## config.mk

```make
export PLATFORM = sky130hd
export DESIGN_NAME = pfr_top
export DESIGN_NICKNAME = d
export VERILOG_FILES = /design/src/include/pfr_pkg.sv /design/src/core/pfr_quad.sv /design/src/core/pfr_top.sv
export SDC_FILE = /design/constraint.sdc
export NUM_CORES = 1
export LEC_CHECK = 0
export BUFFER_PORTS_ARGS = -buffer_cell sky130_fd_sc_hd__buf_2
export CORE_UTILIZATION = 45
export DETAILED_ROUTE_END_ITERATION = 6
export GPL_ROUTABILITY_DRIVEN = 0
export MAX_ROUTING_LAYER = met4
export PLACE_DENSITY_LB_ADDON = 0.25
export SYNTH_ARGS = -nofsm -noshare
export SYNTH_HDL_FRONTEND = slang
export SYNTH_SLANG_ARGS = --single-unit
```

## constraint.sdc

```tcl
create_clock -name clk_i -period 2.6 [get_ports clk_i]
set_input_delay 0.13 -clock clk_i [delete_from_list [all_inputs] [get_ports clk_i]]
set_output_delay 0.13 -clock clk_i [all_outputs]
set_load 0.01 [all_outputs]
```

## src/include/pfr_pkg.sv

```systemverilog
// Constants and types for the power-on fault and channel re-map block.
// Assumes a 32-bit classic Wishbone bus, one register per aligned word.
package pfr_pkg;

    // ------------------------------------------------------------------
    // Geometry
    // ------------------------------------------------------------------
    localparam int NUM_CH = 8;
    localparam int CH_PER_GRP = 4;
    localparam int NUM_GRP = 2;
    localparam int ADR_W = 10;
    localparam int IDX_LSB = 2;
    localparam int IDX_W = 8;

    // ------------------------------------------------------------------
    // Register indices (byte address is four times the index)
    // ------------------------------------------------------------------
    localparam logic [7:0] IDX_FAULT_G0 = 8'h24;
    localparam logic [7:0] IDX_FAULT_COR_G0 = 8'h25;
    localparam logic [7:0] IDX_MAP_G0 = 8'h26;
    localparam logic [7:0] IDX_FAULT_G1 = 8'h34;
    localparam logic [7:0] IDX_FAULT_COR_G1 = 8'h35;
    localparam logic [7:0] IDX_MAP_G1 = 8'h36;
    localparam logic [7:0] IDX_CAP_EN = 8'h40;
    localparam logic [7:0] IDX_STATUS = 8'h41;
    localparam logic [7:0] IDX_IRQ_EN = 8'h42;
    localparam logic [7:0] IDX_IRQ_CLR = 8'h43;
    localparam logic [7:0] IDX_CAP_BUSY = 8'h44;

    // ------------------------------------------------------------------
    // Reset values and field layout
    // ------------------------------------------------------------------
    localparam logic [7:0] MAP_RESET = 8'hE4;
    localparam logic [7:0] FAULT_RESET = 8'h00;
    localparam logic [7:0] CAP_EN_RESET = 8'h00;
    localparam int ST_W = 18;
    localparam logic [17:0] IRQ_EN_RESET = 18'h00000;
    localparam int ST_CAP_LSB = 0;
    localparam int ST_FAULT_LSB = 8;
    localparam int ST_REJ_LSB = 16;

    // ------------------------------------------------------------------
    // Power-on fault codes
    // ------------------------------------------------------------------
    typedef enum logic [1:0] {
        PFR_FC_NONE = 2'b00,
        PFR_FC_BAD_DET = 2'b01,
        PFR_FC_CLASS_ERR = 2'b10,
        PFR_FC_NO_POWER = 2'b11
    } pfr_fault_code_t;

endpackage : pfr_pkg

```

## src/core/pfr_quad.sv

```systemverilog
// Fault codes and logical-to-physical map of one group of four channels.
// Assumes event inputs are one-cycle pulses synchronous to clk_i.
`timescale 1ns/100ps
module pfr_quad (
    // Clock and resets
    input wire logic clk_i,
    input wire logic rst_i,
    input wire logic por_i,
    // Channel events
    input wire logic [3:0] pwon_fail_i,
    input wire logic [7:0] fault_cause_i,
    input wire logic [3:0] pec_i,
    input wire logic [3:0] turn_off_i,
    input wire logic [3:0] chan_off_i,
    input wire logic [1:0] four_pair_i,
    input wire logic [1:0] single_sig_i,
    // Register access
    input wire logic map_wr_i,
    input wire logic [7:0] map_data_i,
    input wire logic rd_clr_i,
    input wire logic [7:0] rd_snap_i,
    // Results
    output logic [7:0] fault_o,
    output logic [7:0] map_o,
    output logic [3:0] fault_set_o,
    output logic map_rej_o
);

    typedef struct packed {
        logic [7:0] fault;
        logic [7:0] map;
    } pfr_quad_st_t;

    pfr_quad_st_t st_ff;
    pfr_quad_st_t nxt_st;
    logic [3:0] ld;
    logic [7:0] code;
    logic map_ok;

    // ------------------------------------------------------------------
    // Per-channel load decision
    // ------------------------------------------------------------------
    for (genvar c = 0; c < 4; c++) begin : g_ch
        localparam int P = c ^ 1;
        localparam int G = c / 2;
        logic own;
        logic mate;
        // start fault loads only without enable change
        assign own = pwon_fail_i[c] & ~pec_i[c];
        assign mate = pwon_fail_i[P] & ~pec_i[P];
        // single signature updates both channels together
        assign ld[c] = (four_pair_i[G] & single_sig_i[G]) ? (own | mate) : own;
        assign code[2*c+1:2*c] = own ? fault_cause_i[2*c+1:2*c] :
                                       fault_cause_i[2*P+1:2*P];
    end

    // selectors must be distinct within the group
    assign map_ok = (map_data_i[1:0] != map_data_i[3:2]) &&
                    (map_data_i[1:0] != map_data_i[5:4]) &&
                    (map_data_i[1:0] != map_data_i[7:6]) &&
                    (map_data_i[3:2] != map_data_i[5:4]) &&
                    (map_data_i[3:2] != map_data_i[7:6]) &&
                    (map_data_i[5:4] != map_data_i[7:6]);

    // ------------------------------------------------------------------
    // Next state
    // ------------------------------------------------------------------
    always_comb begin
        nxt_st = st_ff;
        for (int c = 0; c < 4; c++) begin
            // record code after a failed power-on attempt
            if (ld[c]) begin
                nxt_st.fault[2*c+:2] = code[2*c+:2];
            // turn-off clears the channel code
            end else if (turn_off_i[c]) begin
                nxt_st.fault[2*c+:2] = pfr_pkg::PFR_FC_NONE;
            // clear-on-read clears what was read
            end else if (rd_clr_i &&
                         st_ff.fault[2*c+:2] == rd_snap_i[2*c+:2]) begin
                nxt_st.fault[2*c+:2] = pfr_pkg::PFR_FC_NONE;
            end
        end
        // write refused unless every channel of the group is off
        if (map_wr_i && (&chan_off_i) && map_ok) begin
            nxt_st.map = map_data_i;
        end
    end

    // map survives the pin reset, only power-on restores it
    always_ff @(posedge clk_i) begin
        if (por_i) begin
            st_ff <= '{fault: pfr_pkg::FAULT_RESET, map: pfr_pkg::MAP_RESET};
        end else if (rst_i) begin
            st_ff <= '{fault: pfr_pkg::FAULT_RESET, map: st_ff.map};
        end else begin
            st_ff <= nxt_st;
        end
    end

    assign fault_o = st_ff.fault;
    // logical n selects physical code+1 within the group
    assign map_o = st_ff.map;
    assign fault_set_o = ld;
    assign map_rej_o = map_wr_i & ~((&chan_off_i) & map_ok);

endmodule : pfr_quad

```

## src/core/pfr_top.sv

```systemverilog
// Power-on fault status, channel re-map and legacy capacitance control.
// Assumes classic Wishbone master and channel event pulses on clk_i.
//
// Functional notes
// Capacitance measurement runs only in manual/diagnostic mode.
// Skip capacitance measurement when resistance detection is valid.
// Host requests measurement separately for each channel of 4-pair port.
// On finish set capacitance-done flag and update result registers.
// Fault status at two codes: plain read and clear-on-read.
// Failed power-on records two-bit fault code per channel.
// Turning a channel off clears its fault code.
// Start fault loads cause only when enable-change flag is clear.
// Four-pair: dual signature updates individually, single together.
// Eight-bit read/write re-map register, reset value 0xE4 identity.
// Re-mapping stays within its four-channel group.
// Re-map write ignored unless all group channels are off.
// Re-map contents survive pin reset; power-on restores default.
// Host pairs only logical 1 with 2 or 3 with 4.
// Logical n at bits 2n-1:2n-2; selector k means physical k+1.
// Fault codes: ch4 bits 7:6 down to ch1 bits 1:0.
`timescale 1ns/100ps
module pfr_top (
    // Clock and resets
    input wire logic clk_i,
    input wire logic rst_i,
    input wire logic por_i,
    // Wishbone slave
    input wire logic cyc_i,
    input wire logic stb_i,
    input wire logic we_i,
    input wire logic [9:0] adr_i,
    input wire logic [3:0] sel_i,
    input wire logic [31:0] dat_i,
    output logic [31:0] dat_o,
    output logic ack_o,
    // Interrupt
    output logic irq_o,
    // Capacitance measurement
    input wire logic [7:0] manual_mode_i,
    input wire logic [7:0] res_det_done_i,
    input wire logic [7:0] res_det_valid_i,
    input wire logic [7:0] cap_meas_done_i,
    output logic [7:0] cap_run_o,
    output logic [7:0] cap_result_update_o,
    // Power-on fault sources
    input wire logic [7:0] pwon_fail_i,
    input wire logic [15:0] fault_cause_i,
    input wire logic [7:0] pec_i,
    input wire logic [7:0] turn_off_i,
    input wire logic [7:0] chan_off_i,
    input wire logic [3:0] four_pair_i,
    input wire logic [3:0] single_sig_i,
    // Channel map
    output logic [15:0] chan_map_o
);

    typedef struct packed {
        logic ack;
        logic [31:0] dat;
        logic irq;
        logic [7:0] cap_en;
        logic [7:0] cap_run;
        logic [7:0] cap_upd;
        logic [17:0] status;
        logic [17:0] irq_en;
        logic [15:0] map;
    } pfr_top_st_t;

    pfr_top_st_t st_ff;
    pfr_top_st_t nxt_st;

    logic [7:0] idx;
    logic req;
    logic acc;
    logic wr;
    logic [31:0] wmask;
    logic [7:0] grp_fault [pfr_pkg::NUM_GRP];
    logic [7:0] grp_map [pfr_pkg::NUM_GRP];
    logic [3:0] grp_set [pfr_pkg::NUM_GRP];
    logic grp_rej [pfr_pkg::NUM_GRP];
    logic [pfr_pkg::NUM_GRP-1:0] map_wr;
    logic [pfr_pkg::NUM_GRP-1:0] rd_clr;
    logic [7:0] fault_set;
    logic [1:0] rej_set;
    logic [7:0] cap_done;
    logic [7:0] cap_start;
    logic [31:0] rd_data;

    // ------------------------------------------------------------------
    // Bus decode
    // ------------------------------------------------------------------
    assign idx = adr_i[pfr_pkg::IDX_LSB+:pfr_pkg::IDX_W];
    assign req = cyc_i & stb_i & ~st_ff.ack;
    // Writes and read side effects land on the edge that closes ack
    assign acc = cyc_i & stb_i & st_ff.ack;
    assign wr = acc & we_i;
    assign wmask = {{8{sel_i[3]}}, {8{sel_i[2]}},
                    {8{sel_i[1]}}, {8{sel_i[0]}}};

    // ------------------------------------------------------------------
    // Channel groups
    // ------------------------------------------------------------------
    for (genvar g = 0; g < pfr_pkg::NUM_GRP; g++) begin : g_grp
        localparam logic [7:0] IDX_MAP = (g == 0) ?
            pfr_pkg::IDX_MAP_G0 : pfr_pkg::IDX_MAP_G1;
        localparam logic [7:0] IDX_COR = (g == 0) ?
            pfr_pkg::IDX_FAULT_COR_G0 : pfr_pkg::IDX_FAULT_COR_G1;
        // re-map register write
        assign map_wr[g] = wr & sel_i[0] & (idx == IDX_MAP);
        // clear-on-read code clears after the answer
        assign rd_clr[g] = acc & ~we_i & (idx == IDX_COR);

        // each group re-maps only within itself
        pfr_quad pfr_quad_i (
            .clk_i(clk_i),
            .rst_i(rst_i),
            .por_i(por_i),
            .pwon_fail_i(pwon_fail_i[4*g+:4]),
            .fault_cause_i(fault_cause_i[8*g+:8]),
            .pec_i(pec_i[4*g+:4]),
            .turn_off_i(turn_off_i[4*g+:4]),
            .chan_off_i(chan_off_i[4*g+:4]),
            .four_pair_i(four_pair_i[2*g+:2]),
            .single_sig_i(single_sig_i[2*g+:2]),
            .map_wr_i(map_wr[g]),
            .map_data_i(dat_i[7:0]),
            .rd_clr_i(rd_clr[g]),
            .rd_snap_i(st_ff.dat[7:0]),
            .fault_o(grp_fault[g]),
            .map_o(grp_map[g]),
            .fault_set_o(grp_set[g]),
            .map_rej_o(grp_rej[g])
        );

        assign fault_set[4*g+:4] = grp_set[g];
        assign rej_set[g] = grp_rej[g];
    end

    // ------------------------------------------------------------------
    // Capacitance measurement control
    // ------------------------------------------------------------------
    for (genvar c = 0; c < pfr_pkg::NUM_CH; c++) begin : g_cap
        // start only for an enabled channel in manual mode
        // a valid resistance result skips the measurement
        assign cap_start[c] = res_det_done_i[c] & ~res_det_valid_i[c] &
                              manual_mode_i[c] & st_ff.cap_en[c] &
                              ~st_ff.cap_run[c];
        // finish counted only for a running measurement
        assign cap_done[c] = cap_meas_done_i[c] & st_ff.cap_run[c] &
                             manual_mode_i[c];
    end

    // ------------------------------------------------------------------
    // Read data
    // ------------------------------------------------------------------
    always_comb begin
        rd_data = 32'h00000000;
        unique case (idx)
            // fault codes, channel 4 in the top bits
            pfr_pkg::IDX_FAULT_G0,
            pfr_pkg::IDX_FAULT_COR_G0: begin
                rd_data[7:0] = grp_fault[0];
            end
            pfr_pkg::IDX_FAULT_G1,
            pfr_pkg::IDX_FAULT_COR_G1: begin
                rd_data[7:0] = grp_fault[1];
            end
            pfr_pkg::IDX_MAP_G0: begin
                rd_data[7:0] = grp_map[0];
            end
            pfr_pkg::IDX_MAP_G1: begin
                rd_data[7:0] = grp_map[1];
            end
            pfr_pkg::IDX_CAP_EN: begin
                rd_data[7:0] = st_ff.cap_en;
            end
            pfr_pkg::IDX_STATUS: begin
                rd_data[pfr_pkg::ST_W-1:0] = st_ff.status;
            end
            pfr_pkg::IDX_IRQ_EN: begin
                rd_data[pfr_pkg::ST_W-1:0] = st_ff.irq_en;
            end
            pfr_pkg::IDX_CAP_BUSY: begin
                rd_data[7:0] = st_ff.cap_run;
            end
            default: begin
                rd_data = 32'h00000000;
            end
        endcase
    end

    // ------------------------------------------------------------------
    // Next state
    // ------------------------------------------------------------------
    always_comb begin
        nxt_st = st_ff;
        nxt_st.ack = req;
        nxt_st.dat = req ? rd_data : 32'h00000000;
        nxt_st.cap_upd = 8'h00;

        // Software registers
        if (wr && idx == pfr_pkg::IDX_CAP_EN && sel_i[0]) begin
            nxt_st.cap_en = dat_i[7:0];
        end
        if (wr && idx == pfr_pkg::IDX_IRQ_EN) begin
            nxt_st.irq_en = (st_ff.irq_en & ~wmask[pfr_pkg::ST_W-1:0]) |
                            (dat_i[pfr_pkg::ST_W-1:0] &
                             wmask[pfr_pkg::ST_W-1:0]);
        end
        if (wr && idx == pfr_pkg::IDX_IRQ_CLR) begin
            nxt_st.status = st_ff.status &
                            ~(dat_i[pfr_pkg::ST_W-1:0] &
                              wmask[pfr_pkg::ST_W-1:0]);
        end

        // leaving manual mode ends a running measurement
        nxt_st.cap_run = (st_ff.cap_run & manual_mode_i & ~cap_done) |
                         cap_start;
        // done flag and result update on finish
        nxt_st.cap_upd = cap_done;

        // Events set after the clear so that a set wins
        nxt_st.status[pfr_pkg::ST_CAP_LSB+:8] =
            nxt_st.status[pfr_pkg::ST_CAP_LSB+:8] | cap_done;
        nxt_st.status[pfr_pkg::ST_FAULT_LSB+:8] =
            nxt_st.status[pfr_pkg::ST_FAULT_LSB+:8] | fault_set;
        // refused re-map write is reported
        nxt_st.status[pfr_pkg::ST_REJ_LSB+:2] =
            nxt_st.status[pfr_pkg::ST_REJ_LSB+:2] | (rej_set & map_wr);

        nxt_st.irq = |(nxt_st.status & nxt_st.irq_en);
        nxt_st.map = {grp_map[1], grp_map[0]};
    end

    // ------------------------------------------------------------------
    // State register
    // ------------------------------------------------------------------
    always_ff @(posedge clk_i) begin
        if (rst_i || por_i) begin
            st_ff.ack <= 1'b0;
            st_ff.dat <= 32'h00000000;
            st_ff.irq <= 1'b0;
            st_ff.cap_en <= pfr_pkg::CAP_EN_RESET;
            st_ff.cap_run <= 8'h00;
            st_ff.cap_upd <= 8'h00;
            st_ff.status <= 18'h00000;
            st_ff.irq_en <= pfr_pkg::IRQ_EN_RESET;
            // mirror follows the retained map
            st_ff.map <= por_i ? {2{pfr_pkg::MAP_RESET}} : st_ff.map;
        end else begin
            st_ff <= nxt_st;
        end
    end

    // ------------------------------------------------------------------
    // Outputs
    // ------------------------------------------------------------------
    assign ack_o = st_ff.ack;
    assign dat_o = st_ff.dat;
    assign irq_o = st_ff.irq;
    assign cap_run_o = st_ff.cap_run;
    assign cap_result_update_o = st_ff.cap_upd;
    // two-bit selector per logical channel, group 0 low
    assign chan_map_o = st_ff.map;

endmodule : pfr_top

```

; Word level (Yosys, flattened, before mapping)
; Index checks and enable logic that the tools add are counted.
[word_totals]
regBits = 142
latchBits = 0
ramBits = 0
mem_bits_ro = 0
inputBits = 140
wordCells = 254
n_memories = 0
[op_classes]
add_sub_neg = 0
mul = 0
div_mod_pow = 0
n_lt_le_gt_ge = 0
eq_ne = 26
shifts = 0
n_mux = 46
bitwise_logic = 123
n_reduce_logical = 39
[op_table]
columns = cell, n
row1 = $and 1x1->1, 74
row2 = $and 18x18->18, 4
row3 = $mux 2, 32
row4 = $pmux 8 s8, 1
row5 = $eq 8x6->1 const B, 6
row6 = $eq 8x7->1 const B, 5
row7 = $mux 18, 2
row8 = $not 18->18, 2
row9 = $mux 16, 2
row10 = $not 1->1, 30
row11 = $or 8x8->8, 3
row12 = $reduce_bool 3->1, 8
row13 = $logic_and 1x1->1, 21
row14 = $pmux 10 s2, 1
row15 = $or 18x18->18, 1
row16 = $reduce_or 18->1, 1
row17 = $and 8x8->8, 2
row18 = $eq 2x2->1, 8
row19 = $ne 2x2->1, 6
row20 = $mux 1, 8
row21 = $not 8->8, 1
row22 = $reduce_and 4->1, 2
row23 = $reduce_or 2->1, 4
row24 = $or 1x1->1, 4
row25 = 5 further kinds, 6

; Logic depth before layout (Yosys ltp)
; Gate-level depths: netlist of the first run.
[depth]
word_depth = 13
mapped_depth = 9
depth_no_buf = 7

; Hierarchy
; From an unflattened synthesis of the first run, not the netlist that was laid out.
[unflattened]
cells_unflattened = 760
area_unflattened_um2 = 6935.4
[modules_own_cells]
columns = module, instances, cells_each, area_per_inst_um2, seq_area_each_um2
row1 = pfr_top, 1, 514, 4730.8, 2082.0
row2 = pfr_quad, 2, 123, 1102.3, 320.3

; Worst setup path after synthesis of the first run
; OpenSTA, ideal clock, no wires.
[synth_path]
kind = input to register
from = input adr_i[7]
to = register st_ff (netlist bit irq_o)
setup_time_ns = 0.132
arrival_ns = 1.939
required_time_ns = 2.468
path_slack_ns = 0.529
path_stages = 6
path_buffers = 0
path_cell_list = nor4b_1 > nand2_1 > nor3_1 > mux2_2 > a2111oi_0 > a31oi_1
[synth_between]
elab_chain_cells = 7
word_cells_on_any_way = 18
classes_between = eq/ne: 4 / mux: 2 / bitwise: 9 / reduce/logical: 3
[synth_rtl]
columns = element, line_no
row1 = from (decl), pfr_top.sv:31  ; input wire logic [9:0] adr_i,
row2 = $eq 8x6->1, pfr_top.sv:109  ; assign map_wr[g] = wr & sel_i[0] & (idx == IDX_MAP);
row3 = $and 1x1->1, pfr_top.sv:109
row4 = $and 1x1->1, pfr_quad.sv:104  ; assign map_rej_o = map_wr_i & ~((&chan_off_i) & map_ok);
row5 = $and 2x2->2, pfr_top.sv:229  ; nxt_st.status[pfr_pkg::ST_REJ_LSB+:2] | (rej_set & map_wr);
row6 = $or 2x2->2, pfr_top.sv:229
row7 = $and 18x18->18 (*), pfr_top.sv:231  ; nxt_st.irq = |(nxt_st.status & nxt_st.irq_en);
row8 = $reduce_or 18->1 (*), pfr_top.sv:231
row9 = to (signal assigned), pfr_top.sv:251  ; st_ff <= nxt_st;
row10 = to (decl), pfr_top.sv:69  ; pfr_top_st_t st_ff;
; Mark *: on every way between the ends. The rest lies on a longest branch, timed or not.
; A chain may end at the register's enable or synchronous reset.

; Worst setup path in the final report of the first run
[layout_path]
from = register st_ff (netlist bit ack_o)
to = register st_ff (netlist bit irq_o)
[layout_between]
elab_chain_cells = 9
word_cells_on_any_way = 17
classes_between = mux: 2 / bitwise: 12 / reduce/logical: 3
[layout_rtl]
columns = element, line_no
row1 = $and 1x1->1 (*), pfr_top.sv:95  ; assign acc = cyc_i & stb_i & st_ff.ack;
row2 = $and 1x1->1 (*), pfr_top.sv:96  ; assign wr = acc & we_i;
row3 = $and 1x1->1 (2 in series), pfr_top.sv:109
row4 = $and 1x1->1, pfr_quad.sv:104
row5 = $and 2x2->2, pfr_top.sv:229
row6 = $or 2x2->2, pfr_top.sv:229
row7 = $and 18x18->18 (*), pfr_top.sv:231
row8 = $reduce_or 18->1 (*), pfr_top.sv:231
; Marks and branches as above.

==> key figures, run 1 <==
GRT
  – Initial antenna violation count: 0
  – First-pass GRT wire length: 28040 um
  – Pin count of the biggest net entering global routing: 68
  – GR Util All Layers: 25.97%
  – GR Overflow Total: 0
  – Vias in the first global route: 5516

Drt
  – DRT Pass-1 Iters: 7
  – Routed wire length: 18230 um
  – Via density: 5.586
  – Routed length per placed instance: 17.30 um
  – Vias: 5888
  – Drt first-iter violations: 414
  – Drt drc: 0
  – Post-route ant nets: 0

Layout
  – Post-Layout Cell Count: 1054
  – Final instance area: 0.007754 mm2
  – FILL cells: 1221
  – Commonest non-fill, non-tap cells in the layout: 174 x buf_2, 112 x dfxtp_1, 110 x nor2_1, 49 x nand2_1, 44 x a21oi_1
  – Most common cell after layout, fill and taps aside: buf_2
  – Layout area overhead: 22.52%
  – Antenna cells: 0
  – Nets: 1005
  – Ratio of cells with drive above 1 in the final layout: 27.11%

STA
  – Period utilisation layout: 87.74%
  – Setup TNS Final: 0 ns
  – RSZ-0062 raised after global routing: false
  – PnR worst setup slack: 0.3189 ns
  – Clock Skews: 0.006824 ns
  – Worst-Margin Slew: 0.7791 ns
  – Setup violators final: 0
  – FMAX: 438.4 MHz
  – Tmin final: 2.281 ns
  – Final Hold Viols: 0
  – Slew Viols, Final: 0
  – Worst rel slew slack: 47.51%
  – WHS: 0.01888 ns

Clock tree
  – CTS tree: yes
  – CTS clk-pin slew, worst paths: 0.06 ns
  – Sink Count: 128
  – Clock Latency Late Sink: 0.42 ns
  – CTS max path bufs: 2
  – TritonCTS buffer count: 17
  – Root Driver: clkbuf_16
  – CTS resizes: 0
  – H-tree Lvls: 4

Synthesis
  – FF+latch count, synth: 128
  – Syn Area/Cell: 8.839 um2
  – Post-synthesis cell count: 716
  – Distinct cells, synth: 51
  – Share of the yosys chip area belonging to registers: 43.02%
  – Post-synth EDFFs: 16
  – Yosys top cell by area: dfxtp_1
  – Warning count from the yosys run: 0
  – Asr flop ratio synth: 0%
  – Post-synth design cell area: 0.006329 mm2
  – Top cell type's share of synthesized area: 35.43%
  – Largest cells by area after synthesis: dfxtp_1 35%, buf_4 7.6%, edfxtp_1 7.6%
  – Ys flop type: dfxtp_1

Critical path
  – Worst-path fanout max: 13
  – Critical Path RT: 2.87 ns
  – Critical Path AT: 2.55 ns
  – R2R depth: 8
  – Crit Path Class: reg2reg
  – Startpoint types: flip-flop
  – Critical Path Sink Type: flip-flop

Floorplanning
  – Die ar.: 0.01454 mm2
  – Die Y: 120.6 um
  – Die X: 120.6 um
  – Initial Utilization: 47.04%
  – Site Rows: 42
  – Core ar.: 0.01345 mm2
  – I/O pins: 206

Place
  – Post-DP HPWL: 13690 um
  – Placed cell area: 0.007030 mm2
  – Port Buf Inserts: 174
  – Worst slack at placement: 0.03256 ns
  – Placed cell count: 1008

Run status
  – Status: complete, no violations

Worst hold path
  – Worst hold path depth: 3
  – HP Class: in2reg

Pwr
  – LEAKAGE: 3.147 nW
  – PD cells: 609.4 mW/mm2
  – Worst vdd ir: 0.4115 mV

Flow run
  – Maxcap violations: 0
kinds of logic after synthesis:
| group | count (synthesis) | synth area share, % |
|---|---|---|
| other | 1 | 0.05926 |
| AND/OR/NAND/NOR | 265 | 20.92 |
| AO/OA/AOI/OAI | 156 | 16.13 |
| flip-flops | 128 | 43.02 |
| multiplexers | 39 | 6.228 |
| buffers and inverters | 99 | 9.767 |
| XOR/XNOR | 28 | 3.875 |
power by group:
group	total [mW]	internal (mW)	leakage (nW)	switching (mW)
registers	2.03	2.02	1.05	0.0123
logic	0.366	0.152	1.81	0.213
clock network	2.33	1.50	0.290	0.834
cell usage after synthesis (9+ instances only):
cell type,count
dfxtp_1,112
nor2_1,110
buf_4,64
nand2_1,49
a21oi_1,44
mux2i_1,36
a22oi_1,28
clkbuf_1,21
o21ai_0,21
and2_1,17
a31oi_1,16
edfxtp_1,16
nand3_1,16
xnor2_1,16
xor2_1,12
nand2b_1,11
o22ai_1,9
or3_1,9
path summary, 6_finish.rpt:
kind         slack, ns                                 to                 start
min reg2reg       0.50               dat_o[16]$_SDFF_PP0_  st_ff[50]$_SDFF_PP0_
min               0.02  cap_result_update_o[4]$_SDFF_PP0_    cap_meas_done_i[4]
max               0.32                   irq_o$_SDFF_PP0_      ack_o$_SDFF_PP0_
max reg2reg       0.32                   irq_o$_SDFF_PP0_      ack_o$_SDFF_PP0_
metal layers:
metal | global-route usage (%) | routed length [um]
met3 | 5.425 | 1206
met1 | 31.39 | 7696
met2 | 41.52 | 8699
met5 | - | 0
met4 | 12.11 | 627
timing repair:
action	4_1_cts	5_1_grt
hold endpoints to repair	15	0
buffers inserted	0	0
hold buffers	14	0
endpoints found under the setup margin	0	0
metrics by stage:
stage                     utilization, %  total power, mW
after floorplan                        -            2.265
after global placement             52.26            2.400
after detailed placement           52.26            2.416
after CTS                          57.64            4.749
after global routing               57.64            4.870
final                              57.64            4.725
final cells by class:
cell class / count / area (um2) / area share (%)
multi-input cells: 502 / 3037 / 39.16
flip-flops and latches: 128 / 2723 / 35.11
repair buffers: 208 / 1161 / 14.97
clock buffers: 28 / 538.0 / 6.939
well taps: 176 / 220.2 / 2.840
clock inverters: 4 / 45.04 / 0.5809
inverters: 8 / 30.03 / 0.3873
worst max-delay path: stages (launching register included):
cell and delay (ns):
dfxtp_1 0.39, and4_1 0.35, nand4_1 0.14, buf_4 0.22, a21oi_1 0.20, a21oi_1 0.08
a2111oi_0 0.48, buf_4 0.19, a31oi_1 0.07
state kept, by name, summed over array words and instances, names as in the netlist:
register,cells
irq_o,1
cap_run_o,8
chan_map_o,16
dat_o,18
g_grp.pfr_quad_i.fault_o,16
g_grp.pfr_quad_i.map_o,16
st_ff,44
ack_o,1
cap_result_update_o,8
Power figures use the tool's default switching activity.
==> run 2: changes to the inputs <==
--- a/config.mk
+++ b/config.mk
@@ -11,6 +11,7 @@
 export GPL_ROUTABILITY_DRIVEN = 0
 export MAX_ROUTING_LAYER = met4
 export PLACE_DENSITY_LB_ADDON = 0.25
+export REMOVE_ABC_BUFFERS = 1
 export SYNTH_ARGS = -nofsm -noshare
 export SYNTH_HDL_FRONTEND = slang
 export SYNTH_SLANG_ARGS = --single-unit
==> key figures, run 2 (synthesized netlist as in run 1, its figures left out) <==
Critical path
  – Worst path cell trace: buf_4 > nand4_1 > nor3_1 > mux2_2 > a2111oi_0 > buf_4 > a31oi_1
  – Worst path most repeated cell: buf_4
  – Worst-path fanout max: 4 (-9)
  – Critical Path Sink Type: flip-flop
  – Worst path slowest cell: a2111oi_0
  – Critical Path RT: 2.86 ns (about the same)
  – Crit Path Class: reg2reg
  – R2R Setup Slk: 0.45 ns (+0.13 ns)
  – Critical Path AT: 2.42 ns (-0.13 ns)
  – R2R depth: 7 (-1)
  – Crit path largest cell delay: 0.44 ns (-0.04 ns)
  – Startpoint types: flip-flop

GRT
  – Initial antenna violation count: 1 (+1)
  – GR Overflow Total: 0 (unchanged)
  – Pin count of the biggest net entering global routing: 68 (unchanged)
  – Vias in the first global route: 5577 (+1.1%)
  – GR Util All Layers: 26.02% (+0.058 points)
  – First-pass GRT wire length: 27960 um (-0.30%)

Clock tree
  – Sink Count: 128 (unchanged)
  – Clock Latency Late Sink: 0.41 ns (about the same)
  – CTS clk-pin slew, worst paths: 0.05 ns (about the same)
  – Root Driver: clkbuf_16
  – TritonCTS buffer count: 17 (unchanged)
  – H-tree Lvls: 4 (unchanged)
  – CTS resizes: 0 (unchanged)
  – CTS tree: yes
  – CTS max path bufs: 2 (unchanged)

STA
  – Worst-Margin Slew: 0.7488 ns (-0.03026 ns)
  – Final Hold Viols: 0 (unchanged)
  – Setup TNS Final: 0 ns (unchanged)
  – Worst rel slew slack: 49.89% (+2.4 points)
  – Slew Viols, Final: 0 (unchanged)
  – Setup violators final: 0 (unchanged)
  – RSZ-0062 raised after global routing: false
  – PnR worst setup slack: 0.4460 ns (+0.1272 ns)
  – FMAX: 464.3 MHz (+5.9%)
  – Clock Skews: 0.006182 ns (-0.0006420 ns)
  – Tmin final: 2.154 ns (-0.1272 ns)
  – Period utilisation layout: 82.85% (-4.9 points)

Layout
  – Largest register FFs: 44 (unchanged)
  – Seq. cell area: 0.002723 mm2 (unchanged)
  – Top reg by flops: st_ff
  – Commonest non-fill, non-tap cells in the layout: 174 x buf_2, 112 x dfxtp_1, 110 x nor2_1, 49 x nand2_1, 44 x a21oi_1
  – Nets: 1000 (-0.50%)
  – Post-Layout Cell Count: 1049 (-0.47%)
  – FILL cells: 1245 (+2.0%)
  – Ratio of cells with drive above 1 in the final layout: 26.95% (-0.16 points)
  – Layout area overhead: 21.37%
  – Most common cell after layout, fill and taps aside: buf_2
  – Area occupied by multi-input gates: 0.003037 mm2 (unchanged)

Drt
  – DRT Pass-1 Iters: 5 (-2)
  – Via density: 5.526 (-1.1%)
  – Vias: 5797 (-1.5%)
  – Drt drc: 0 (unchanged)
  – Routed wire length: 17960 um (-1.5%)
  – Drt first-iter violations: 399 (-3.6%)
  – Routed length per placed instance: 17.12 um (-1.0%)
  – Post-route ant nets: 0 (unchanged)

Worst hold path
  – HP Class: in2reg
  – Worst hold path depth: 3 (unchanged)

Floorplanning
  – I/O pins: 206 (unchanged)
  – Die Y: 120.6 um (unchanged)
  – Core ar.: 0.01345 mm2 (unchanged)
  – Initial Utilization: 47.04% (unchanged)
  – Die ar.: 0.01454 mm2 (unchanged)
  – Die X: 120.6 um (unchanged)
  – Site Rows: 42 (unchanged)

Pwr
  – Switching Share: 22.32% (-0.11 points)
  – LEAKAGE: 3.115 nW (-1.0%)
  – PD cells: 599.5 mW/mm2 (-1.6%)
  – Worst vdd ir: 0.4239 mV (+3.0%)
  – Comb power frac: 7.8% (about the same)
  – Int Power: 3.577 mW (-2.4%)
  – Clock power frac: 48.1% (-1.2 points)
  – Sequential power share: 44.1% (+1.1 points)
  – NetSw: 1.028 mW (-3.0%)

Run status
  – Status: complete, no violations

Place
  – Port Buf Inserts: 174 (unchanged)
  – Post-DP HPWL: 13660 um (-0.20%)
  – Placed cell count: 1008 (unchanged)
  – Worst slack at placement: 0.1394 ns (+0.1069 ns)

Flow run
  – Maxcap violations: 0 (unchanged)
## run 2: cell count changes in the layout (fill, tap and decap cells not counted), sizes merged
cell,change
clkbuf,-6
dlygate4sd3,-5
clkinv,+4
bufinv,+1
diode,+1
## run 2: layout make-up
type	count	area share, %
Sequential cell	128	35.45
Antenna cell	1	0.03258
Clock buffer	22	5.913
Inverter	8	0.3909
Clock inverter	9	1.189
Tap cell	176	2.867
Multi-Input combinational cell	502	39.53
Timing Repair Buffer	203	14.63
## run 2: critical path, delay by kind of cell, from the launching register on
kind,cells,cell delay [ns]
compound gates,2,0.51
buf+inv,2,0.30
flops,1,0.32
mux,1,0.39
simple gates,2,0.48
## run 2: final timing paths
| path | to | start |
|---|---|---|
| worst max-delay path | irq_o$_SDFF_PP0_ | ack_o$_SDFF_PP0_ |
| worst min-delay path | st_ff[27]$_SDFF_PP0_ | dat_i[11] |
| worst max register to register | irq_o$_SDFF_PP0_ | ack_o$_SDFF_PP0_ |
| worst min register to register | dat_o[12]$_SDFF_PP0_ | st_ff[46]$_SDFF_PP0_ |
## run 2: power groups by stage
| stage | logic [mW] | registers [mW] | clock network [mW] |
|---|---|---|---|
| after CTS | 0.356 | 2.03 | 2.24 |
| after global routing | 0.394 | 2.03 | 2.33 |
| final | 0.360 | 2.03 | 2.21 |
| after floorplan | 0.150 | 2.07 | 0 |
| after detailed placement | 0.344 | 2.07 | 0 |
| after global placement | 0.328 | 2.07 | 0 |
## run 2: layer usage
layer	global-route usage (%)	vias up	wire length [um]
li1	-	2756	-
met1	32.67	2697	7773
met2	40.55	302	8285
met3	5.000	42	1417
met4	12.04	0	482
met5	-	-	0
## run 2: what timing repair did
action	in CTS	in global routing
hold buffers	9	0
hold endpoints to repair	9	0
buffers inserted	0	0
## run 2: stage by stage
stage	utilization [%]	power, mW	hold slack [ns]	area, um2
after global placement	52.35	2.399	0.3687	7043
after CTS	57.08	4.627	0.002872	7679
after global routing	57.10	4.755	0.03681	7681
after floorplan	-	2.221	0.2024	5789
final	57.10	4.605	0.01480	7681
after detailed placement	52.35	2.415	0.3738	7043
==> run 3: changes to the inputs <==
==> constraint.sdc (replaced) <==
create_clock -name clk_i -period 1.96 [get_ports clk_i]
set_input_delay 0.098 -clock clk_i [delete_from_list [all_inputs] [get_ports clk_i]]
set_output_delay 0.098 -clock clk_i [all_outputs]
set_load 0.01 [all_outputs]
==> key figures, run 3 (synthesized netlist as in run 1, its figures left out) <==
Clock tree
  – H-tree Lvls: 4 (unchanged)
  – Root Driver: clkbuf_16
  – CTS max path bufs: 2 (unchanged)
  – TritonCTS buffer count: 17 (unchanged)
  – Clock Latency Late Sink: 0.42 ns (about the same)
  – Sink Count: 128 (unchanged)
  – CTS clk-pin slew, worst paths: 0.05 ns (about the same)
  – CTS tree: yes

GRT
  – Pin count of the biggest net entering global routing: 68 (unchanged)
  – GR Overflow Total: 0 (unchanged)
  – Vias in the first global route: 5821 (+4.4%)
  – Initial antenna violation count: 1 (unchanged)
  – GR Util All Layers: 26.68% (+0.65 points)
  – First-pass GRT wire length: 28550 um (+2.1%)

Pwr
  – Switching Share: 23.09% (+0.78 points)
  – PD cells: 737.5 mW/mm2 (+23%)
  – Sequential power share: 44.8% (+0.7 points)
  – Worst vdd ir: 0.5491 mV (+30%)
  – Clock power frac: 46.4% (-1.7 points)
  – Int Power: 4.628 mW (+29%)
  – LEAKAGE: 3.386 nW (+8.7%)
  – NetSw: 1.390 mW (+35%)
  – Comb power frac: 8.8% (+1.0 points)
  – Pwr Total: 6.018 mW (+31%)

Floorplanning
  – I/O pins: 206 (unchanged)
  – Core ar.: 0.01345 mm2 (unchanged)
  – Die Y: 120.6 um (unchanged)
  – Die ar.: 0.01454 mm2 (unchanged)
  – Die X: 120.6 um (unchanged)
  – Initial Utilization: 47.04% (unchanged)
  – Site Rows: 42 (unchanged)

Drt
  – Drt drc: 0 (unchanged)
  – Routed length per placed instance: 16.84 um (-1.6%)
  – DRT Pass-1 Iters: 6 (+1)
  – Via density: 5.418 (-2.0%)
  – Drt first-iter violations: 498 (+25%)
  – Vias: 6009 (+3.7%)
  – Post-route ant nets: 0 (unchanged)
  – Routed wire length: 18670 um (+4.0%)

Place
  – Post-DP HPWL: 14420 um (+5.6%)
  – Port Buf Inserts: 174 (unchanged)

STA
  – Final Hold Viols: 0 (unchanged)
  – Tmin final: 1.919 ns (-0.2350 ns)
  – FMAX: 521.1 MHz (+12%)
  – Setup violators final: 0 (unchanged)
  – Worst rel slew slack: 53.12% (+3.2 points)
  – Worst-Margin Slew: 0.7032 ns (-0.04564 ns)
  – RSZ-0062 raised after global routing: true
  – Period utilisation layout: 97.91% (+15 points)
  – Slew Viols, Final: 0 (unchanged)
  – Clock Skews: 0.006862 ns (+0.0006798 ns)

Critical path
  – Critical Path RT: 2.23 ns (-0.63 ns)
  – Worst-path fanout max: 7 (+3)
  – Critical Path AT: 2.19 ns (-0.23 ns)
  – Critical Path Sink Type: flip-flop
  – Crit Path Class: reg2reg
  – Startpoint types: flip-flop

Layout
  – Layout area overhead: 28.92%
  – Top reg by flops: st_ff
  – Largest register FFs: 44 (unchanged)
  – Final core utilization: 60.65% (+3.6 points)
  – FILL cells: 1197 (-3.9%)
  – Most common cell after layout, fill and taps aside: buf_2
  – Seq. cell area: 0.002724 mm2 (about the same)
  – Commonest non-fill, non-tap cells in the layout: 174 x buf_2, 111 x dfxtp_1, 110 x nor2_1, 70 x buf_4, 49 x nand2_1
  – Nets: 1059 (+5.9%)
  – Area occupied by multi-input gates: 0.003080 mm2 (+1.4%)
  – Ratio of cells with drive above 1 in the final layout: 31.76% (+4.8 points)

Flow run
  – Maxcap violations: 0 (unchanged)

Run status
  – Status: complete, no violations

Worst hold path
  – HP Class: in2reg
run 3: per-stage QoR:
stage / std cells / worst slack, ns / hold WS (ns) / setup TNS, ns / instance area, um2
after global placement: 1057 / -0.4259 / 0.3370 / -1.224 / 7411
final: 1109 / 0.04101 / 0.02782 / 0 / 8159
after floorplan: 638 / -0.1101 / 0.1704 / -0.1101 / 5789
after CTS: 1108 / 0.01096 / 0.01372 / 0 / 8137
after global routing: 1109 / -0.1188 / 0.02784 / -0.1188 / 8159
after detailed placement: 1057 / -0.4364 / 0.3439 / -1.071 / 7411
run 3: area by class of cell:
type | instances | area share (%)
Tap cell | 176 | 2.699
Clock buffer | 23 | 5.490
Sequential cell | 128 | 33.38
Antenna cell | 1 | 0.03067
Timing Repair Buffer | 262 | 19.44
Inverter | 8 | 0.3680
Clock inverter | 9 | 0.8281
Multi-Input combinational cell | 502 | 37.75
run 3: power groups by stage:
stage | Sequential [mW] | Clock [mW] | Combinational [mW]
after floorplan | 2.75 | 0 | 0.199
after global placement | 2.75 | 0 | 0.472
after detailed placement | 2.75 | 0 | 0.494
after CTS | 2.69 | 2.82 | 0.524
after global routing | 2.69 | 2.93 | 0.578
final | 2.69 | 2.79 | 0.531
run 3: worst paths after layout:
| check | start | end | slack, ns | cells past startpoint |
|---|---|---|---|---|
| max | ack_o$_SDFF_PP0_ | irq_o$_SDFF_PP0_ | 0.04 | 8 |
| min | cap_meas_done_i[0] | cap_result_update_o[0]$_SDFF_PP0_ | 0.03 | 3 |
| max reg2reg | ack_o$_SDFF_PP0_ | irq_o$_SDFF_PP0_ | 0.04 | 8 |
| min reg2reg | st_ff[46]$_SDFF_PP0_ | dat_o[12]$_SDFF_PP0_ | 0.50 | 2 |
run 3: critical path: stages, from the launching register on:
cell and delay [ns]:
dfxtp_2 0.35, nand4_1 0.19, nor4_4 0.25, buf_4 0.20, nand3_1 0.08, o21ai_0 0.14, o22ai_1 0.15, nor4_1 0.31
a31oi_1 0.12
run 3: routing by layer:
layer	routed length, um	up-vias	share of wire, %	global-route usage, %
met2	8861	271	47	44.18
met4	431	0	2.3	9.722
met1	8026	2821	43	32.15
met3	1353	34	7.2	5.425
li1	-	2883	-	-
met5	0	-	0	-
run 3: timing repair:
item                                    in CTS  in global routing
hold buffers                                17                  0
endpoints found under the hold margin       17                  0
resized for setup                            7                  6
setup buffers                                2                  0
cloned                                       0                  0
endpoints found under the setup margin       1                  1
pin swaps                                    4                  1
